<file path="config.mk">
export PLATFORM = sky130hd
export DESIGN_NAME = dual_timer_control
export DESIGN_NICKNAME = d
export VERILOG_FILES = /design/src/dual_timer_pkg.sv /design/src/count_clock_source.sv /design/src/dual_timer_control.sv
export SDC_FILE = /design/constraint.sdc
export NUM_CORES = 1
export LEC_CHECK = 0
export ABC_AREA = 0
export BUFFER_PORTS_ARGS = -buffer_cell sky130_fd_sc_hd__buf_2
export CORE_ASPECT_RATIO = 1.75
export CORE_UTILIZATION = 55
export CTS_BUF_LIST = sky130_fd_sc_hd__clkbuf_2 sky130_fd_sc_hd__clkbuf_4 sky130_fd_sc_hd__clkbuf_8
export CTS_CLUSTER_DIAMETER = 60
export DETAILED_ROUTE_END_ITERATION = 10
export PLACE_DENSITY = 0.84
export SLEW_MARGIN = 20
export SYNTH_ARGS = -nofsm -noshare
export SYNTH_HDL_FRONTEND = slang
export SYNTH_HIERARCHICAL = 1
export SYNTH_SLANG_ARGS = --single-unit
export TNS_END_PERCENT = 5
</file>
<file path="constraint.sdc">
create_clock -name core_clk -period 2.3 [get_ports core_clk]
set_clock_uncertainty 0.05 [all_clocks]
set_input_delay 0.115 -clock core_clk [delete_from_list [all_inputs] [get_ports core_clk]]
set_output_delay 0.115 -clock core_clk [all_outputs]
set_load 0.05 [all_outputs]
</file>
<file path="src/dual_timer_pkg.sv">
// Shared constants and types for the dual timer clock and control block.
package dual_timer_pkg;

  // ********************************************************************
  // Register addresses and reset values.
  // ********************************************************************
  localparam logic [15:0] ADDR_COUNT_CLOCK_SELECT = 16'hFF41;
  localparam logic [15:0] ADDR_MODE_CONTROL = 16'hFF42;
  localparam logic [15:0] ADDR_OUTPUT_CONTROL = 16'hFF43;
  localparam logic [15:0] ADDR_PORT_DIRECTION = 16'hFF44;
  localparam logic [15:0] ADDR_FIRST_COMPARE = 16'hFF45;
  localparam logic [15:0] ADDR_SECOND_COMPARE = 16'hFF46;
  localparam logic [15:0] ADDR_FIRST_COUNTER = 16'hFF47;
  localparam logic [15:0] ADDR_SECOND_COUNTER = 16'hFF48;

  localparam logic [7:0] COUNT_CLOCK_SELECT_RESET = 8'h00;
  localparam logic [7:0] MODE_CONTROL_RESET = 8'h00;
  localparam logic [7:0] OUTPUT_CONTROL_RESET = 8'h00;
  localparam logic [7:0] PORT_DIRECTION_RESET = 8'hFF;
  localparam logic [7:0] COMPARE_RESET = 8'h00;
  localparam logic [7:0] COUNTER_RESET = 8'h00;
  localparam logic [7:0] READ_UNMAPPED = 8'h00;

  // ********************************************************************
  // Field positions.
  // ********************************************************************
  localparam int FIRST_RUN_ENABLE_BIT = 0;
  localparam int SECOND_RUN_ENABLE_BIT = 1;
  localparam int CASCADE_MODE_BIT = 2;
  localparam int FIRST_LEVEL_CLEAR_BIT = 0;
  localparam int FIRST_LEVEL_SET_BIT = 1;
  localparam int FIRST_INVERT_ENABLE_BIT = 2;
  localparam int FIRST_OUTPUT_ENABLE_BIT = 3;
  localparam int SECOND_LEVEL_CLEAR_BIT = 4;
  localparam int SECOND_LEVEL_SET_BIT = 5;
  localparam int SECOND_INVERT_ENABLE_BIT = 6;
  localparam int SECOND_OUTPUT_ENABLE_BIT = 7;
  localparam int PIN1_DIRECTION_BIT = 1;
  localparam int PIN2_DIRECTION_BIT = 2;
  localparam logic [7:0] LEVEL_STROBE_MASK = 8'h33;

  // ********************************************************************
  // Count clock codes and prescaler shape.
  // ********************************************************************
  localparam logic [3:0] CODE_FALLING_EDGE = 4'h0;
  localparam logic [3:0] CODE_RISING_EDGE = 4'h1;
  localparam logic [3:0] CODE_DIV_FIRST = 4'h6;
  localparam logic [3:0] CODE_DIV_LAST = 4'hD;
  localparam logic [3:0] CODE_DIV_TOP = 4'hF;
  localparam logic [3:0] TOP_TAP_INDEX = 4'hA;
  localparam int PRESCALER_WIDTH = 12;
  localparam logic [PRESCALER_WIDTH-1:0] PRESCALER_RESET = 12'h000;

  // CPU data memory access, byte or single bit.
  typedef struct packed {
    logic [15:0] addr;
    logic wr;
    logic rd;
    logic bit_op;
    logic [2:0] bit_sel;
    logic bit_val;
    logic [7:0] wdata;
  } cpu_req_t;

endpackage
</file>
<file path="src/count_clock_source.sv">
// Count pulse source: event pin edge detection or prescaler tap selection.
module count_clock_source (
  input wire logic core_clk,
  input wire logic rst,
  input wire logic [3:0] code,
  input wire logic oscillation_mode_bit,
  input wire logic event_pin,
  input wire logic [dual_timer_pkg::PRESCALER_WIDTH-1:0] tap_ones,
  output logic count_pulse
);

  logic sync_a;
  logic sync_b;
  logic sync_prev;

  // Edge detection only looks at the second synchroniser stage.
  wire rise = sync_b & ~sync_prev;
  wire fall = ~sync_b & sync_prev;
  wire in_div = (code >= dual_timer_pkg::CODE_DIV_FIRST) &&
                (code <= dual_timer_pkg::CODE_DIV_LAST);
  wire [3:0] base_index = (code == dual_timer_pkg::CODE_DIV_TOP) ?
                          dual_timer_pkg::TOP_TAP_INDEX : code - dual_timer_pkg::CODE_DIV_FIRST;
  // Half-rate base moves every tap one stage further down.
  wire [3:0] tap_index = base_index + {3'h0, ~oscillation_mode_bit}; // see [RQ5]
  wire tap_hit = tap_ones[tap_index];
  wire next_count_pulse = (code == dual_timer_pkg::CODE_FALLING_EDGE) ? fall : // see [RQ3]
                          (code == dual_timer_pkg::CODE_RISING_EDGE) ? rise :
                          (in_div || code == dual_timer_pkg::CODE_DIV_TOP) ? tap_hit :
                          1'b0;

  // Synchronise the pin and register the selected pulse.
  always_ff @(posedge core_clk) begin
    if (rst) begin
      sync_a <= 1'b0;
      sync_b <= 1'b0;
      sync_prev <= 1'b0;
      count_pulse <= 1'b0;
    end else begin
      sync_a <= event_pin; // see [RQ18]
      sync_b <= sync_a;
      sync_prev <= sync_b;
      count_pulse <= next_count_pulse;
    end
  end
endmodule

</file>
<file path="src/dual_timer_control.sv">
// Clock selection, mode, output control and port direction for two 8-bit counters.
// Summary of operation
// [RQ1] Count clock select register sits at FF41H, read/write, reset to 00H.
// [RQ2] Software writes the count clock select register with byte writes only.
// [RQ3] Low nibble picks first counter clock: pin edges or prescaler taps.
// [RQ4] High nibble picks second counter clock the same way with its own pin.
// [RQ5] Prescaler base is full rate with mode bit 1, half rate with 0.
// [RQ6] Software stops counting before rewriting the clock select register.
// [RQ7] Mode control starts, stops and sets cascade mode; reset to 00H.
// [RQ8] Mode, output control and port direction take bit and byte writes.
// [RQ9] Software changes operating mode only while counting is stopped.
// [RQ10] In cascade mode only the first run enable starts the 16-bit counter.
// [RQ11] Output control sets and clears level flops, inversion and pin enable.
// [RQ12] Two set/reset level flops exist, one per counter output.
// [RQ13] Level set and clear bits are strobes and always read back 0.
// [RQ14] Software writes output control only while counting is stopped.
// [RQ15] Port direction sets each pin direction, reset FFH meaning all inputs.
// [RQ16] Software clears direction bits and port latches to drive timer outputs.
// [RQ17] On compare match the counter clears, keeps counting and raises interrupt.
// [RQ18] Event pins are synchronised and give one count pulse per chosen edge.
module dual_timer_control (
  input wire logic core_clk,
  input wire logic rst,
  input wire dual_timer_pkg::cpu_req_t cpu_req,
  output logic [7:0] rd_data,
  input wire logic oscillation_mode_bit,
  input wire logic first_event_input,
  input wire logic second_event_input,
  output logic first_timer_output,
  output logic first_timer_oe,
  output logic second_timer_output,
  output logic second_timer_oe,
  output logic first_match_irq,
  output logic second_match_irq,
  output logic [7:0] port_direction
);

  // ********************************************************************
  // Registers and decode.
  // ********************************************************************
  logic [7:0] count_clock_select;
  logic [7:0] mode_control;
  logic [7:0] output_control;
  logic [7:0] first_compare;
  logic [7:0] second_compare;
  logic [7:0] first_counter;
  logic [7:0] second_counter;
  logic first_level_flop;
  logic second_level_flop;
  logic [dual_timer_pkg::PRESCALER_WIDTH-1:0] prescaler;
  logic [dual_timer_pkg::PRESCALER_WIDTH-1:0] tap_ones;
  logic first_pulse;
  logic second_pulse;

  wire byte_wr = cpu_req.wr & ~cpu_req.bit_op;
  wire sel_ccs = cpu_req.addr == dual_timer_pkg::ADDR_COUNT_CLOCK_SELECT;
  wire sel_mode = cpu_req.addr == dual_timer_pkg::ADDR_MODE_CONTROL;
  wire sel_outc = cpu_req.addr == dual_timer_pkg::ADDR_OUTPUT_CONTROL;
  wire sel_pdir = cpu_req.addr == dual_timer_pkg::ADDR_PORT_DIRECTION;
  wire sel_cmp1 = cpu_req.addr == dual_timer_pkg::ADDR_FIRST_COMPARE;
  wire sel_cmp2 = cpu_req.addr == dual_timer_pkg::ADDR_SECOND_COMPARE;
  wire sel_cnt1 = cpu_req.addr == dual_timer_pkg::ADDR_FIRST_COUNTER;
  wire sel_cnt2 = cpu_req.addr == dual_timer_pkg::ADDR_SECOND_COUNTER;

  // Merges a byte or single-bit write into the old register value.
  function automatic logic [7:0] merge_write(input logic [7:0] old_value,
                                             input dual_timer_pkg::cpu_req_t req);
    logic [7:0] result;
    result = old_value;
    if (req.bit_op) begin
      result[req.bit_sel] = req.bit_val;
    end else begin
      result = req.wdata;
    end
    return result;
  endfunction

  wire [7:0] next_mode_control = merge_write(mode_control, cpu_req); // see [RQ8]
  wire [7:0] outc_written = merge_write(output_control, cpu_req);
  wire [7:0] next_port_direction = merge_write(port_direction, cpu_req);
  wire outc_wr = cpu_req.wr & sel_outc;
  wire [7:0] level_strobe = outc_wr ? (outc_written & dual_timer_pkg::LEVEL_STROBE_MASK) : 8'h00;
  wire [7:0] next_output_control = outc_written & ~dual_timer_pkg::LEVEL_STROBE_MASK; // see [RQ13]

  wire [7:0] next_rd_data = sel_ccs ? count_clock_select :
                            sel_mode ? mode_control :
                            sel_outc ? output_control :
                            sel_pdir ? port_direction :
                            sel_cmp1 ? first_compare :
                            sel_cmp2 ? second_compare :
                            sel_cnt1 ? first_counter :
                            sel_cnt2 ? second_counter : dual_timer_pkg::READ_UNMAPPED;

  // Register writes; clock select ignores bit writes, strobe bits never stick.
  always_ff @(posedge core_clk) begin
    if (rst) begin
      count_clock_select <= dual_timer_pkg::COUNT_CLOCK_SELECT_RESET; // see [RQ1]
      mode_control <= dual_timer_pkg::MODE_CONTROL_RESET; // see [RQ7]
      output_control <= dual_timer_pkg::OUTPUT_CONTROL_RESET; // see [RQ11]
      port_direction <= dual_timer_pkg::PORT_DIRECTION_RESET; // see [RQ15]
      first_compare <= dual_timer_pkg::COMPARE_RESET;
      second_compare <= dual_timer_pkg::COMPARE_RESET;
      rd_data <= dual_timer_pkg::READ_UNMAPPED;
    end else begin
      if (byte_wr && sel_ccs) count_clock_select <= cpu_req.wdata; // see [RQ1] [RQ2]
      if (cpu_req.wr && sel_mode) mode_control <= next_mode_control; // see [RQ8]
      if (outc_wr) output_control <= next_output_control; // see [RQ13]
      if (cpu_req.wr && sel_pdir) port_direction <= next_port_direction; // see [RQ15]
      if (byte_wr && sel_cmp1) first_compare <= cpu_req.wdata;
      if (byte_wr && sel_cmp2) second_compare <= cpu_req.wdata;
      if (cpu_req.rd) rd_data <= next_rd_data;
    end
  end

  // ********************************************************************
  // Prescaler and count clock selection.
  // ********************************************************************
  // Free-running divider of the main clock.
  always_ff @(posedge core_clk) begin
    if (rst) begin
      prescaler <= dual_timer_pkg::PRESCALER_RESET;
    end else begin
      prescaler <= prescaler + 12'h001;
    end
  end

  // Tap j is high one cycle in every 2^(j+1) cycles.
  genvar j;
  for (j = 0; j < dual_timer_pkg::PRESCALER_WIDTH; j++) begin : g_tap
    assign tap_ones[j] = &prescaler[j:0];
  end

  count_clock_source first_source (
    .core_clk(core_clk),
    .rst(rst),
    .code(count_clock_select[3:0]), // see [RQ3]
    .oscillation_mode_bit(oscillation_mode_bit),
    .event_pin(first_event_input),
    .tap_ones(tap_ones),
    .count_pulse(first_pulse)
  );

  count_clock_source second_source (
    .core_clk(core_clk),
    .rst(rst),
    .code(count_clock_select[7:4]), // see [RQ4]
    .oscillation_mode_bit(oscillation_mode_bit),
    .event_pin(second_event_input),
    .tap_ones(tap_ones),
    .count_pulse(second_pulse)
  );

  // ********************************************************************
  // Counters, compare match and cascade.
  // ********************************************************************
  wire cascade = mode_control[dual_timer_pkg::CASCADE_MODE_BIT];
  wire first_run = mode_control[dual_timer_pkg::FIRST_RUN_ENABLE_BIT];
  // The second run enable is ignored while cascaded.
  wire second_run = mode_control[dual_timer_pkg::SECOND_RUN_ENABLE_BIT] & ~cascade; // see [RQ10]
  wire first_hit = first_pulse & first_run;
  wire second_hit = second_pulse & second_run;
  wire [15:0] wide_count = {second_counter, first_counter};
  wire wide_match = wide_count == {second_compare, first_compare};
  wire [15:0] wide_next = wide_match ? 16'h0000 : wide_count + 16'h0001;
  wire first_event = ~cascade & first_hit & (first_counter == first_compare);
  wire second_event = cascade ? (first_hit & wide_match) :
                      (second_hit & (second_counter == second_compare));

  // Match clears the counter and counting carries on; stopping clears it.
  always_ff @(posedge core_clk) begin
    if (rst) begin
      first_counter <= dual_timer_pkg::COUNTER_RESET;
      second_counter <= dual_timer_pkg::COUNTER_RESET;
      first_match_irq <= 1'b0;
      second_match_irq <= 1'b0;
    end else begin
      first_match_irq <= first_event; // see [RQ17]
      second_match_irq <= second_event;
      if (cascade) begin
        if (!first_run) begin
          first_counter <= dual_timer_pkg::COUNTER_RESET;
          second_counter <= dual_timer_pkg::COUNTER_RESET;
        end else if (first_hit) begin
          {second_counter, first_counter} <= wide_next; // see [RQ10] [RQ17]
        end
      end else begin
        if (!first_run) first_counter <= dual_timer_pkg::COUNTER_RESET;
        else if (first_hit) first_counter <= first_event ? 8'h00 : first_counter + 8'h01;
        if (!second_run) second_counter <= dual_timer_pkg::COUNTER_RESET;
        else if (second_hit) second_counter <= second_event ? 8'h00 : second_counter + 8'h01;
      end
    end
  end

  // ********************************************************************
  // Output control circuits.
  // ********************************************************************
  wire first_invert = output_control[dual_timer_pkg::FIRST_INVERT_ENABLE_BIT];
  wire second_invert = output_control[dual_timer_pkg::SECOND_INVERT_ENABLE_BIT];

  // Level flops: software set or clear wins over a match toggle.
  always_ff @(posedge core_clk) begin
    if (rst) begin
      first_level_flop <= 1'b0;
      second_level_flop <= 1'b0;
      first_timer_output <= 1'b0;
      second_timer_output <= 1'b0;
      first_timer_oe <= 1'b0;
      second_timer_oe <= 1'b0;
    end else begin
      if (level_strobe[dual_timer_pkg::FIRST_LEVEL_SET_BIT]) first_level_flop <= 1'b1;
      else if (level_strobe[dual_timer_pkg::FIRST_LEVEL_CLEAR_BIT]) first_level_flop <= 1'b0;
      else if (first_event && first_invert) first_level_flop <= ~first_level_flop; // see [RQ12]
      if (level_strobe[dual_timer_pkg::SECOND_LEVEL_SET_BIT]) second_level_flop <= 1'b1;
      else if (level_strobe[dual_timer_pkg::SECOND_LEVEL_CLEAR_BIT]) second_level_flop <= 1'b0;
      else if (second_event && second_invert) second_level_flop <= ~second_level_flop;
      first_timer_output <= first_level_flop;
      second_timer_output <= second_level_flop;
      // Pin is driven only when output is enabled and the pin is an output.
      first_timer_oe <= output_control[dual_timer_pkg::FIRST_OUTPUT_ENABLE_BIT] & // see [RQ11]
                        ~port_direction[dual_timer_pkg::PIN1_DIRECTION_BIT]; // see [RQ16]
      second_timer_oe <= output_control[dual_timer_pkg::SECOND_OUTPUT_ENABLE_BIT] &
                         ~port_direction[dual_timer_pkg::PIN2_DIRECTION_BIT];
    end
  end
endmodule

</file>
; ---- Word level (Yosys, flattened, before mapping)
; Index checks and enable logic that the tools add are counted.
[op_classes]
n_addsub = 8
mul = 0
div = 0
order_cmp = 8
eq_ne = 18
shifts = 0
n_mux = 49
bitwise = 26
n_reduce_logical = 28
[ops]
columns = operator, count
row1 = 2-to-1 mux 8 bit, 23
row2 = "equality test 16 bit, second input constant", 8
row3 = bitwise mux 8 bit, 3
row4 = "adder 16 x 1 -> 16 bit, second input constant", 1
row5 = "adder 8 x 1 -> 8 bit, second input constant", 2
row6 = equality test 16 bit, 1
row7 = equality test 8 bit, 2
row8 = 2-to-1 mux 1 bit, 16
row9 = 2-to-1 mux 16 bit, 1
row10 = bitwise AND 1 bit, 15
row11 = "adder 12 x 1 -> 12 bit, second input constant", 1
row12 = AND reduction 12 bit, 1
row13 = inverter 1 bit, 11
row14 = AND reduction 11 bit, 1
row15 = logical AND 1 bit, 10
row16 = "less-than comparator 4 x 5 -> 1 bit, second input constant", 2
row17 = AND reduction 10 bit, 1
row18 = AND reduction 9 bit, 1
row19 = adder 4 x 1 -> 4 bit, 2
row20 = binary-select mux 1 bit (select 4 bit), 2
row21 = "equality test 4 x 1 -> 1 bit, second input constant", 2
row22 = "equality test 4 bit, second input constant", 2
row23 = ">= comparator 4 x 3 -> 1 bit, second input constant", 2
row24 = "<= comparator 4 bit, second input constant", 2
row25 = 18 further kinds, 25
[word_totals]
ff_bits = 96
latch_bits = 0
ramBits = 0
mem_bits_ro = 0
inputBits = 36
out_inout_bits = 22
wordCells = 163
n_memories = 0

; ---- Depth between registers and ports, before layout
; Gate-level depths: netlist (run 1).
[logic_depth]
word_depth = 9
depth_mapped = 9

; ---- Hierarchy
; The synthesis (run 1) kept the hierarchy.
[modules_own_cells]
columns = module, n_inst, cells_per_inst, area_each_um2, seq_area_each_um2
row1 = dual_timer_control, 1, 564, 4707.0, 1761.7
row2 = count_clock_source, 2, 43, 391.6, 80.1

; ---- Least setup slack after synthesis (run 1)
; OpenSTA, ideal clock, no wires.
[synth_path]
path_type = input to register
start = in cpu_req[20] in the netlist's numbering
end = reg port_direction[4]
arrival_time_ns = 2.201
required_ns = 2.128
setup_slack_ns = -0.074
cell_stages = 7
path_buffers = 2
path_cell_list = or4b_1 -> buf_2 -> or4b_4 -> nor4b_4 -> buf_6 -> a21boi_1 -> a311o_1
[synth_via]
elab_chain_len = 2
[synth_lines]
columns = element, line
row1 = "start, declared", dual_timer_control.sv:24  ; input wire dual_timer_pkg::cpu_req_t cpu_req,
row2 = equality test 16 bit, dual_timer_control.sv:59  ; wire sel_pdir = cpu_req.addr == dual_timer_pkg::ADDR_PORT_DIRECTION;
row3 = logical AND 1 bit, dual_timer_control.sv:108  ; if (cpu_req.wr && sel_pdir) port_direction <= next_port_direction;
row4 = "end signal, assigned", dual_timer_control.sv:100  ; port_direction <= dual_timer_pkg::PORT_DIRECTION_RESET;
row5 = "end signal, assigned", dual_timer_control.sv:108
row6 = "end, declared", dual_timer_control.sv:35  ; output logic [7:0] port_direction
; Every way passes these cells.
; A chain may end at the register's enable or synchronous reset.

; ---- Worst setup path after layout (run 1)
[layout_path]
start = reg prescaler[1] in the netlist's numbering
end = reg second_source.count_pulse
[layout_via]
elab_chain_len = 6
word_cells_on_any_way = 16
classes_between = mux: 5 / reduce/logical: 11
[layout_lines]
columns = element, line
row1 = "start, declared", dual_timer_control.sv:50  ; logic [dual_timer_pkg::PRESCALER_WIDTH-1:0] prescaler;
row2 = "start signal, assigned", dual_timer_control.sv:121  ; prescaler <= dual_timer_pkg::PRESCALER_RESET;
row3 = "start signal, assigned", dual_timer_control.sv:123  ; prescaler <= prescaler + 12'h001;
row4 = AND reduction 2 bit, dual_timer_control.sv:130  ; assign tap_ones[j] = &prescaler[j:0];
row5 = "named net tap_ones, one bit", dual_timer_control.sv:51  ; logic [dual_timer_pkg::PRESCALER_WIDTH-1:0] tap_ones;
row6 = binary-select mux 1 bit (select 4 bit), count_clock_source.sv:25  ; wire tap_hit = tap_ones[tap_index];
row7 = 2-to-1 mux 1 bit (implied by the code), count_clock_source.sv:25
row8 = 2-to-1 mux 1 bit, count_clock_source.sv:28  ; (in_div || code == dual_timer_pkg::CODE_DIV_TOP) ? tap_hit :
row9 = 2-to-1 mux 1 bit, count_clock_source.sv:27  ; (code == dual_timer_pkg::CODE_RISING_EDGE) ? rise :
row10 = 2-to-1 mux 1 bit, count_clock_source.sv:26  ; wire next_count_pulse = (code == dual_timer_pkg::CODE_FALLING_EDGE) ? fall :
row11 = "end signal, assigned", count_clock_source.sv:42  ; count_pulse <= next_count_pulse;
row12 = "end, declared", count_clock_source.sv:9  ; output logic count_pulse
; The timed path passes the listed nets, and every way through them passes these cells. The select of a mux whose other input is x is not followed.

==> reports/metrics.cfg, run 1 <==
[run_status]
outcome = finished, final reports clean

[logic_synthesis]
synthCells = 650
async_flop_share_pct = 0
synth-seq-cells = 96
synthesis.yosys.warnings = 6
syn-num-nets = 698
synth.most_common_cell = dfxtp_1
post_synth_instance_area_um2 = 5490
synthSimpleGateAreaFrac_pct = 24.6
synth_xor_area_share_pct = 5.86
ys_seq_area_share_pct = 35.0
synth_largest_area_cell = dfxtp_1
synth_commonest_cells = dfxtp_1 (96), nor2_1 (86), nand2_1 (53)
synthFlopType = dfxtp_1
yosys-top-cells-area = dfxtp_1 (35%), mux2i_1 (7.3%), nor2_1 (5.9%)
synth_cell_types = 66
synth.top_cell.area_share_pct = 35.0
synth_enable_flop_cells = 0
muxShareOfSynthArea_pct = 11.0
synth_top_family_by_area = simple AND/OR/NAND/NOR gates
postSynthAreaPerCell_um2 = 8.45
synth_compound_area_share_pct = 17.0
synthAdderAreaFrac_pct = 2.73

[critical_path]
critical_path_arrival_ns = 2.45
critical_path_class = flip-flop to flip-flop
required_ns = 2.49
endpoint_kind = flip-flop
cp-start-kind = flip-flop
cp_max_fo = 4

[die]
dieWidth_um = 77.5
rows = 47
core_um2 = 9590
initial_core_util_pct = 57.3
fp.dieH_um = 134
io_pins = 58
die_area_um2 = 10400

[route]
dr.first_iter.drc_count = 585
avgRoutedWirePerCell_um = 18.4
antenna_left = 0
vias = 5394
drtPass1Iterations = 6
drt_wl_total_mm = 16.1
viasPerCell = 6.17
drc = 0

[cts]
cts_setup_buffers = 0
htree_num_levels = 3
cts_max_path_buffers = 2
clk_latency_ns = 0.37
path_clk_slew_ns = 0.09
cts_root_buffer = clkbuf_8
cts_tree = done
cts.sinks = 96
cts_buffers = 9

[placement]
dp.final_hpwl_mm = 12.4
gp_congestion = 0.958
io_buffers = 57

[timing]
rsz0062_at_grt = no
finalSetupViolCount = 0
max_freq_mhz = 443
period_minus_slack_ns = 2.26
fin_crit_sh_pct = 98.1
fin_setup_tns_ns = 0
maxSlewViolCount = 0
hold_viol = 0
max_slew_margin_pct = 51.3
worstMarginPinSlew_ns = 0.724

[worst_hold_path]
min_path_type = input port to flip-flop

[power_and_ir_drop]
finalPower_uw = 2980
p_leak_uw = 0.00271
power_density_nw_per_um2 = 463
vdd_ir_drop_max_mv = 0.477

[global_routing]
antenna_found_initial = 0
grt_use_total_pct = 32.4
grt_pass1_wl_mm = 26.1
grt_overflow = 0
grt_max_degree = 30
grt_pass1_vias = 5413

[layout]
n_antenna_cell = 0
nets = 795
layout-drive-gt1-share_pct = 21.3
area_growth_pct = 17.4
final_core_utilization_pct = 67.3

[job]
maxCapViolCount = 0

[what timing repair did]
action / 4_1_cts / 5_1_grt
hold buffers: 3 / 0
resized for setup: 0 / 1
hold endpoints to repair: 3 / 0
setup endpoints to repair: 0 / 1
[area by class of cell]
| cell class | count | area (µm²) |
|---|---|---|
| Tap cell | 122 | 153 |
| Fill cell | 772 | 3140 |
| Clock buffer | 12 | 159 |
| Timing Repair Buffer | 116 | 736 |
| Inverter | 22 | 82.6 |
| Multi-Input combinational cell | 502 | 3370 |
| Clock inverter | 4 | 28.8 |
| Sequential cell | 96 | 1920 |
[worst paths after layout]
check                 startpoint                        end  slack (ns)  depth (start not counted)
max                 prescaler[1]  second_source/count_pulse        0.04                          7
min                   cpu_req[5]          second_compare[5]        0.01                          3
max reg2reg         prescaler[1]  second_source/count_pulse        0.04                          7
min reg2reg  first_source/sync_a        first_source/sync_b        0.39                          1
[worst max-delay path, stage by stage, from the launching register on]
cell     delay (ns)
dfxtp_1        0.34
ha_1           0.21
buf_4          0.15
and3_1         0.20
ha_1           0.22
mux4_2         0.45
o21ai_0        0.36
o22ai_2        0.14
[cell families (layout without fill, tap and decap cells)]
| family | after synthesis | count (layout) |
|---|---|---|
| XOR/XNOR | 35 | 35 |
| adder cells (fa/ha/maj) | 12 | 12 |
| AO/OA/AOI/OAI | 135 | 135 |
| multiplexers | 52 | 52 |
| flip-flops | 96 | 96 |
| AND/OR/NAND/NOR | 268 | 268 |
| buffers and inverters | 52 | 154 |
[per-stage QoR]
stage               hold slack [ns]  instances  instance area, µm²  setup slack (ns)
detailed placement            0.290        855                6230           -0.0836
floorplan                     0.137        650                5500           -0.0134
finish                      0.00996        874                6450            0.0432
CTS                         0.00626        874                6450            0.0785
global placement              0.278        855                6230           -0.0528
global route                 0.0179        874                6450           0.00532
[registers in the layout (all words and copies together), names as in the netlist, 4 cells and up]
register,cells
prescaler,12
count_clock_select,8
first_compare,8
first_counter,8
mode_control,8
port_direction,8
rd_data,8
second_compare,8
second_counter,8
output_control,4
[power breakdown]
part	switching (µW)	internal (µW)	total [µW]	leakage (µW)
combinational	159	87.1	246	0.00184
sequential	7.07	1670	1680	0.000776
clock	592	465	1060	0.0000920
[layer usage]
metal	part of all wire, %	track usage [%]
met1	36	34.0
met2	51	56.7
met3	5.5	4.76
met4	7.5	26.3
met5	0	0
[layout by cell type, fill, tap and decap left out, types with 11 or more instances in the layout]
cell type,count
mux2i_1,40
nand2_1,53
ha_1,12
inv_1,22
clkbuf_8,11
a21oi_1,29
buf_4,56
xnor2_1,25
buf_2,57
nand2b_1,12
nor2b_1,22
o21ai_0,29
nand4_1,12
a22oi_1,12
dfxtp_1,96
nor3_1,19
nor2_1,86
nand3_1,18
(Power assumes the default switching activity.)
==> inputs of run 2 (changes only) <==
Settings changed: SYNTH_HIERARCHICAL 1 to not set.
==> run 2 against run 1 <==
  * Design area increased by 1.8%
  * Clock power about the same
  * Sequential power hardly changed
  * Via count rose by 9.5%
  * Die area rose by 0.94%
  * Area after synthesis grew 0.96%
  * Critical path depth grew 3
  * Largest cell class unchanged
==> reports/metrics.cfg, run 2 <==
[power_and_ir_drop]
p_leak_uw = 0.00277
comb_power_share_pct = 8.5
vdd_ir_drop_max_mv = 0.480
clkPwrFrac_pct = 35.7
p_int_uw = 2180
power_frac_seq_pct = 55.8
power_density_nw_per_um2 = 460
p_sw_uw = 836
swShare_pct = 27.7

[logic_synthesis]
synth_largest_area_cell = dfxtp_1
synthFlopType = dfxtp_1
synth.top_cell.area_share_pct = 34.7
synth_cell_types = 70
yosys-top-cells-area = dfxtp_1 (35%), nand2_1 (5.3%), nor2_1 (4.4%)
synthesis.yosys.warnings = 0
synth_commonest_cells = dfxtp_1 (96), nand2_1 (78), nor2_1 (65)
synth.most_common_cell = dfxtp_1
post_synth_instance_area_um2 = 5540
async_flop_share_pct = 0
synth-seq-cells = 96
synthCells = 700
ys_seq_area_share_pct = 34.7
syn-num-nets = 750
postSynthAreaPerCell_um2 = 7.92
synth_enable_flop_cells = 0

[layout]
largest_register_ff_count = 12
final_common_cell = dfxtp_1
n_antenna_cell = 0
postLayoutCellArea_um2 = 6570
area_growth_pct = 18.5
multi_input_area_um2 = 3440
final_core_utilization_pct = 66.7
seq_area_um2 = 1930
fillers = 830
layout_common_cells = dfxtp_1 (91), nand2_1 (78), nor2_1 (64)
largest_register = prescaler
nets = 841
layout-drive-gt1-share_pct = 19.5

[cts]
htree_num_levels = 3
clk_latency_ns = 0.38
cts_max_path_buffers = 2
cts_buffers = 9
path_clk_slew_ns = 0.11
cts_root_buffer = clkbuf_8
cts_tree = done
cts.sinks = 96

[die]
core_um2 = 9850
dieWidth_um = 77.9
io_pins = 58
fp.dieH_um = 135
initial_core_util_pct = 56.3
die_area_um2 = 10500
rows = 48

[critical_path]
rrSetupSlack_ns = 0.06
cp_max_fo = 5
required_ns = 2.54
startpoint = count_clock_select[7]
reg2reg_depth = 10
endpoint_kind = flip-flop
crit-reg2reg-capture = second_source.count_pulse
critical_path_class = flip-flop to flip-flop
r2r_start = count_clock_select[7]
critical_path_arrival_ns = 2.49
endpoint = second_source.count_pulse
cp-start-kind = flip-flop

[global_routing]
grt_max_degree = 77
grt_overflow = 0
grt_use_total_pct = 35.1
grt_pass1_vias = 5743
grt_pass1_wl_mm = 28.3
antenna_found_initial = 0

[route]
avgRoutedWirePerCell_um = 19.9
drt_wl_total_mm = 18.3
drtPass1Iterations = 8
viasPerCell = 6.41
dr.first_iter.drc_count = 429
antenna_left = 0
vias = 5905
drc = 0

[timing]
rsz0062_at_grt = yes
max_freq_mhz = 445
fin_setup_tns_ns = 0
max_slew_margin_pct = 49.0
hold_slack_ns = 0.108
worstMarginPinSlew_ns = 0.757
finalSetupViolCount = 0
maxSlewViolCount = 0
period_minus_slack_ns = 2.24
hold_viol = 0
fin_crit_sh_pct = 97.6

[placement]
dp.final_hpwl_mm = 13.3
io_buffers = 57
place_area_um2 = 6210
gp_congestion = 0.989

[run_status]
outcome = finished, final reports clean

[job]
maxCapViolCount = 0

[worst_hold_path]
min_path_type = input port to flip-flop

[run 2: changes by cell type in the layout (fill, tap and decap cells not counted), moves of 8 or more]
cell | previous run | this run
xor2_1 | 8 | 26
mux2i_1 | 40 | 14
nor2_1 | 86 | 64
nand3_1 | 18 | 44
o21ai_1 | 1 | 20
buf_4 | 56 | 48
nand2_1 | 53 | 78
o21ai_0 | 29 | 18
xnor2_1 | 25 | 8
a22oi_1 | 12 | 3
a21oi_1 | 29 | 46
[run 2: area by class of cell]
| class | instances | area share, % |
|---|---|---|
| clock buffer | 10 | 2.00 |
| clock inverter | 6 | 0.762 |
| inverter | 24 | 1.37 |
| multi-input combinational | 544 | 52.5 |
| sequential | 96 | 29.4 |
| tap | 125 | 2.38 |
| timing repair buffer | 116 | 11.7 |
[run 2: how the worst min path moves through the flow]
stage	startpoint	to	cells past startpoint
after global routing	cpu_req[8]	port_direction[0]	4
after CTS	cpu_req[8]	port_direction[0]	4
after floorplan	rst	second_timer_output	1
final	cpu_req[13]	rd_data[0]	2
after detailed placement	second_event_input	second_source.sync_a	2
after global placement	second_event_input	second_source.sync_a	2
[run 2: power by group through the flow]
stage / Clock (µW) / Sequential [µW] / Combinational [µW]
2_1_floorplan: 0 / 1730 / 119
3_3_place_gp: 0 / 1720 / 226
3_5_place_dp: 0 / 1720 / 233
4_1_cts: 1080 / 1680 / 248
5_1_grt: 1140 / 1680 / 274
6_report: 1080 / 1680 / 256
[run 2: worst max-delay path, cell delays in order, from the launching register on]
cell and delay [ns]:
dfxtp_2 0.36, nand3_2 0.08, and2_4 0.15, ha_4 0.17, ha_4 0.26, a21boi_1 0.14, o22ai_1 0.19, mux2i_1 0.12
o32ai_2 0.32, a22oi_2 0.13, a311oi_1 0.19
[run 2: kinds of logic (layout without fill, tap and decap cells)]
logic type / Yosys count / count (layout) / synth area share (%)
simple gates: 316 / 316 / 29.6
xor+xnor: 34 / 34 / 5.37
flops: 96 / 96 / 34.7
mux: 20 / 20 / 3.75
fa+ha+maj: 14 / 14 / 3.16
compound gates: 160 / 160 / 19.0
buf+inv: 60 / 156 / 4.42
[run 2: through the flow]
step	instances	setup slack, ns	power, µW
after global placement	893	0.124	1950
after CTS	919	0.0182	3010
after floorplan	700	0.0364	1850
after detailed placement	893	-0.0162	1950
final	921	0.0551	3020
after global routing	921	-0.0319	3100
[run 2: what timing repair did]
| item | in CTS | in global routing |
|---|---|---|
| hold endpoints to repair | 11 | 0 |
| pin swaps | 2 | 11 |
| setup buffers | 0 | 2 |
| gates resized for setup | 5 | 12 |
| hold buffers | 10 | 0 |
| endpoints found under the setup margin | 2 | 2 |
[run 2: per-layer routing]
layer | share of wire [%] | up-vias | global-route usage (%)
li1 | - | 2709 | -
met1 | 36 | 2765 | 35.7
met2 | 50 | 317 | 62.3
met3 | 5.6 | 114 | 4.80
met4 | 8.4 | 0 | 29.6
met5 | 0 | - | 0
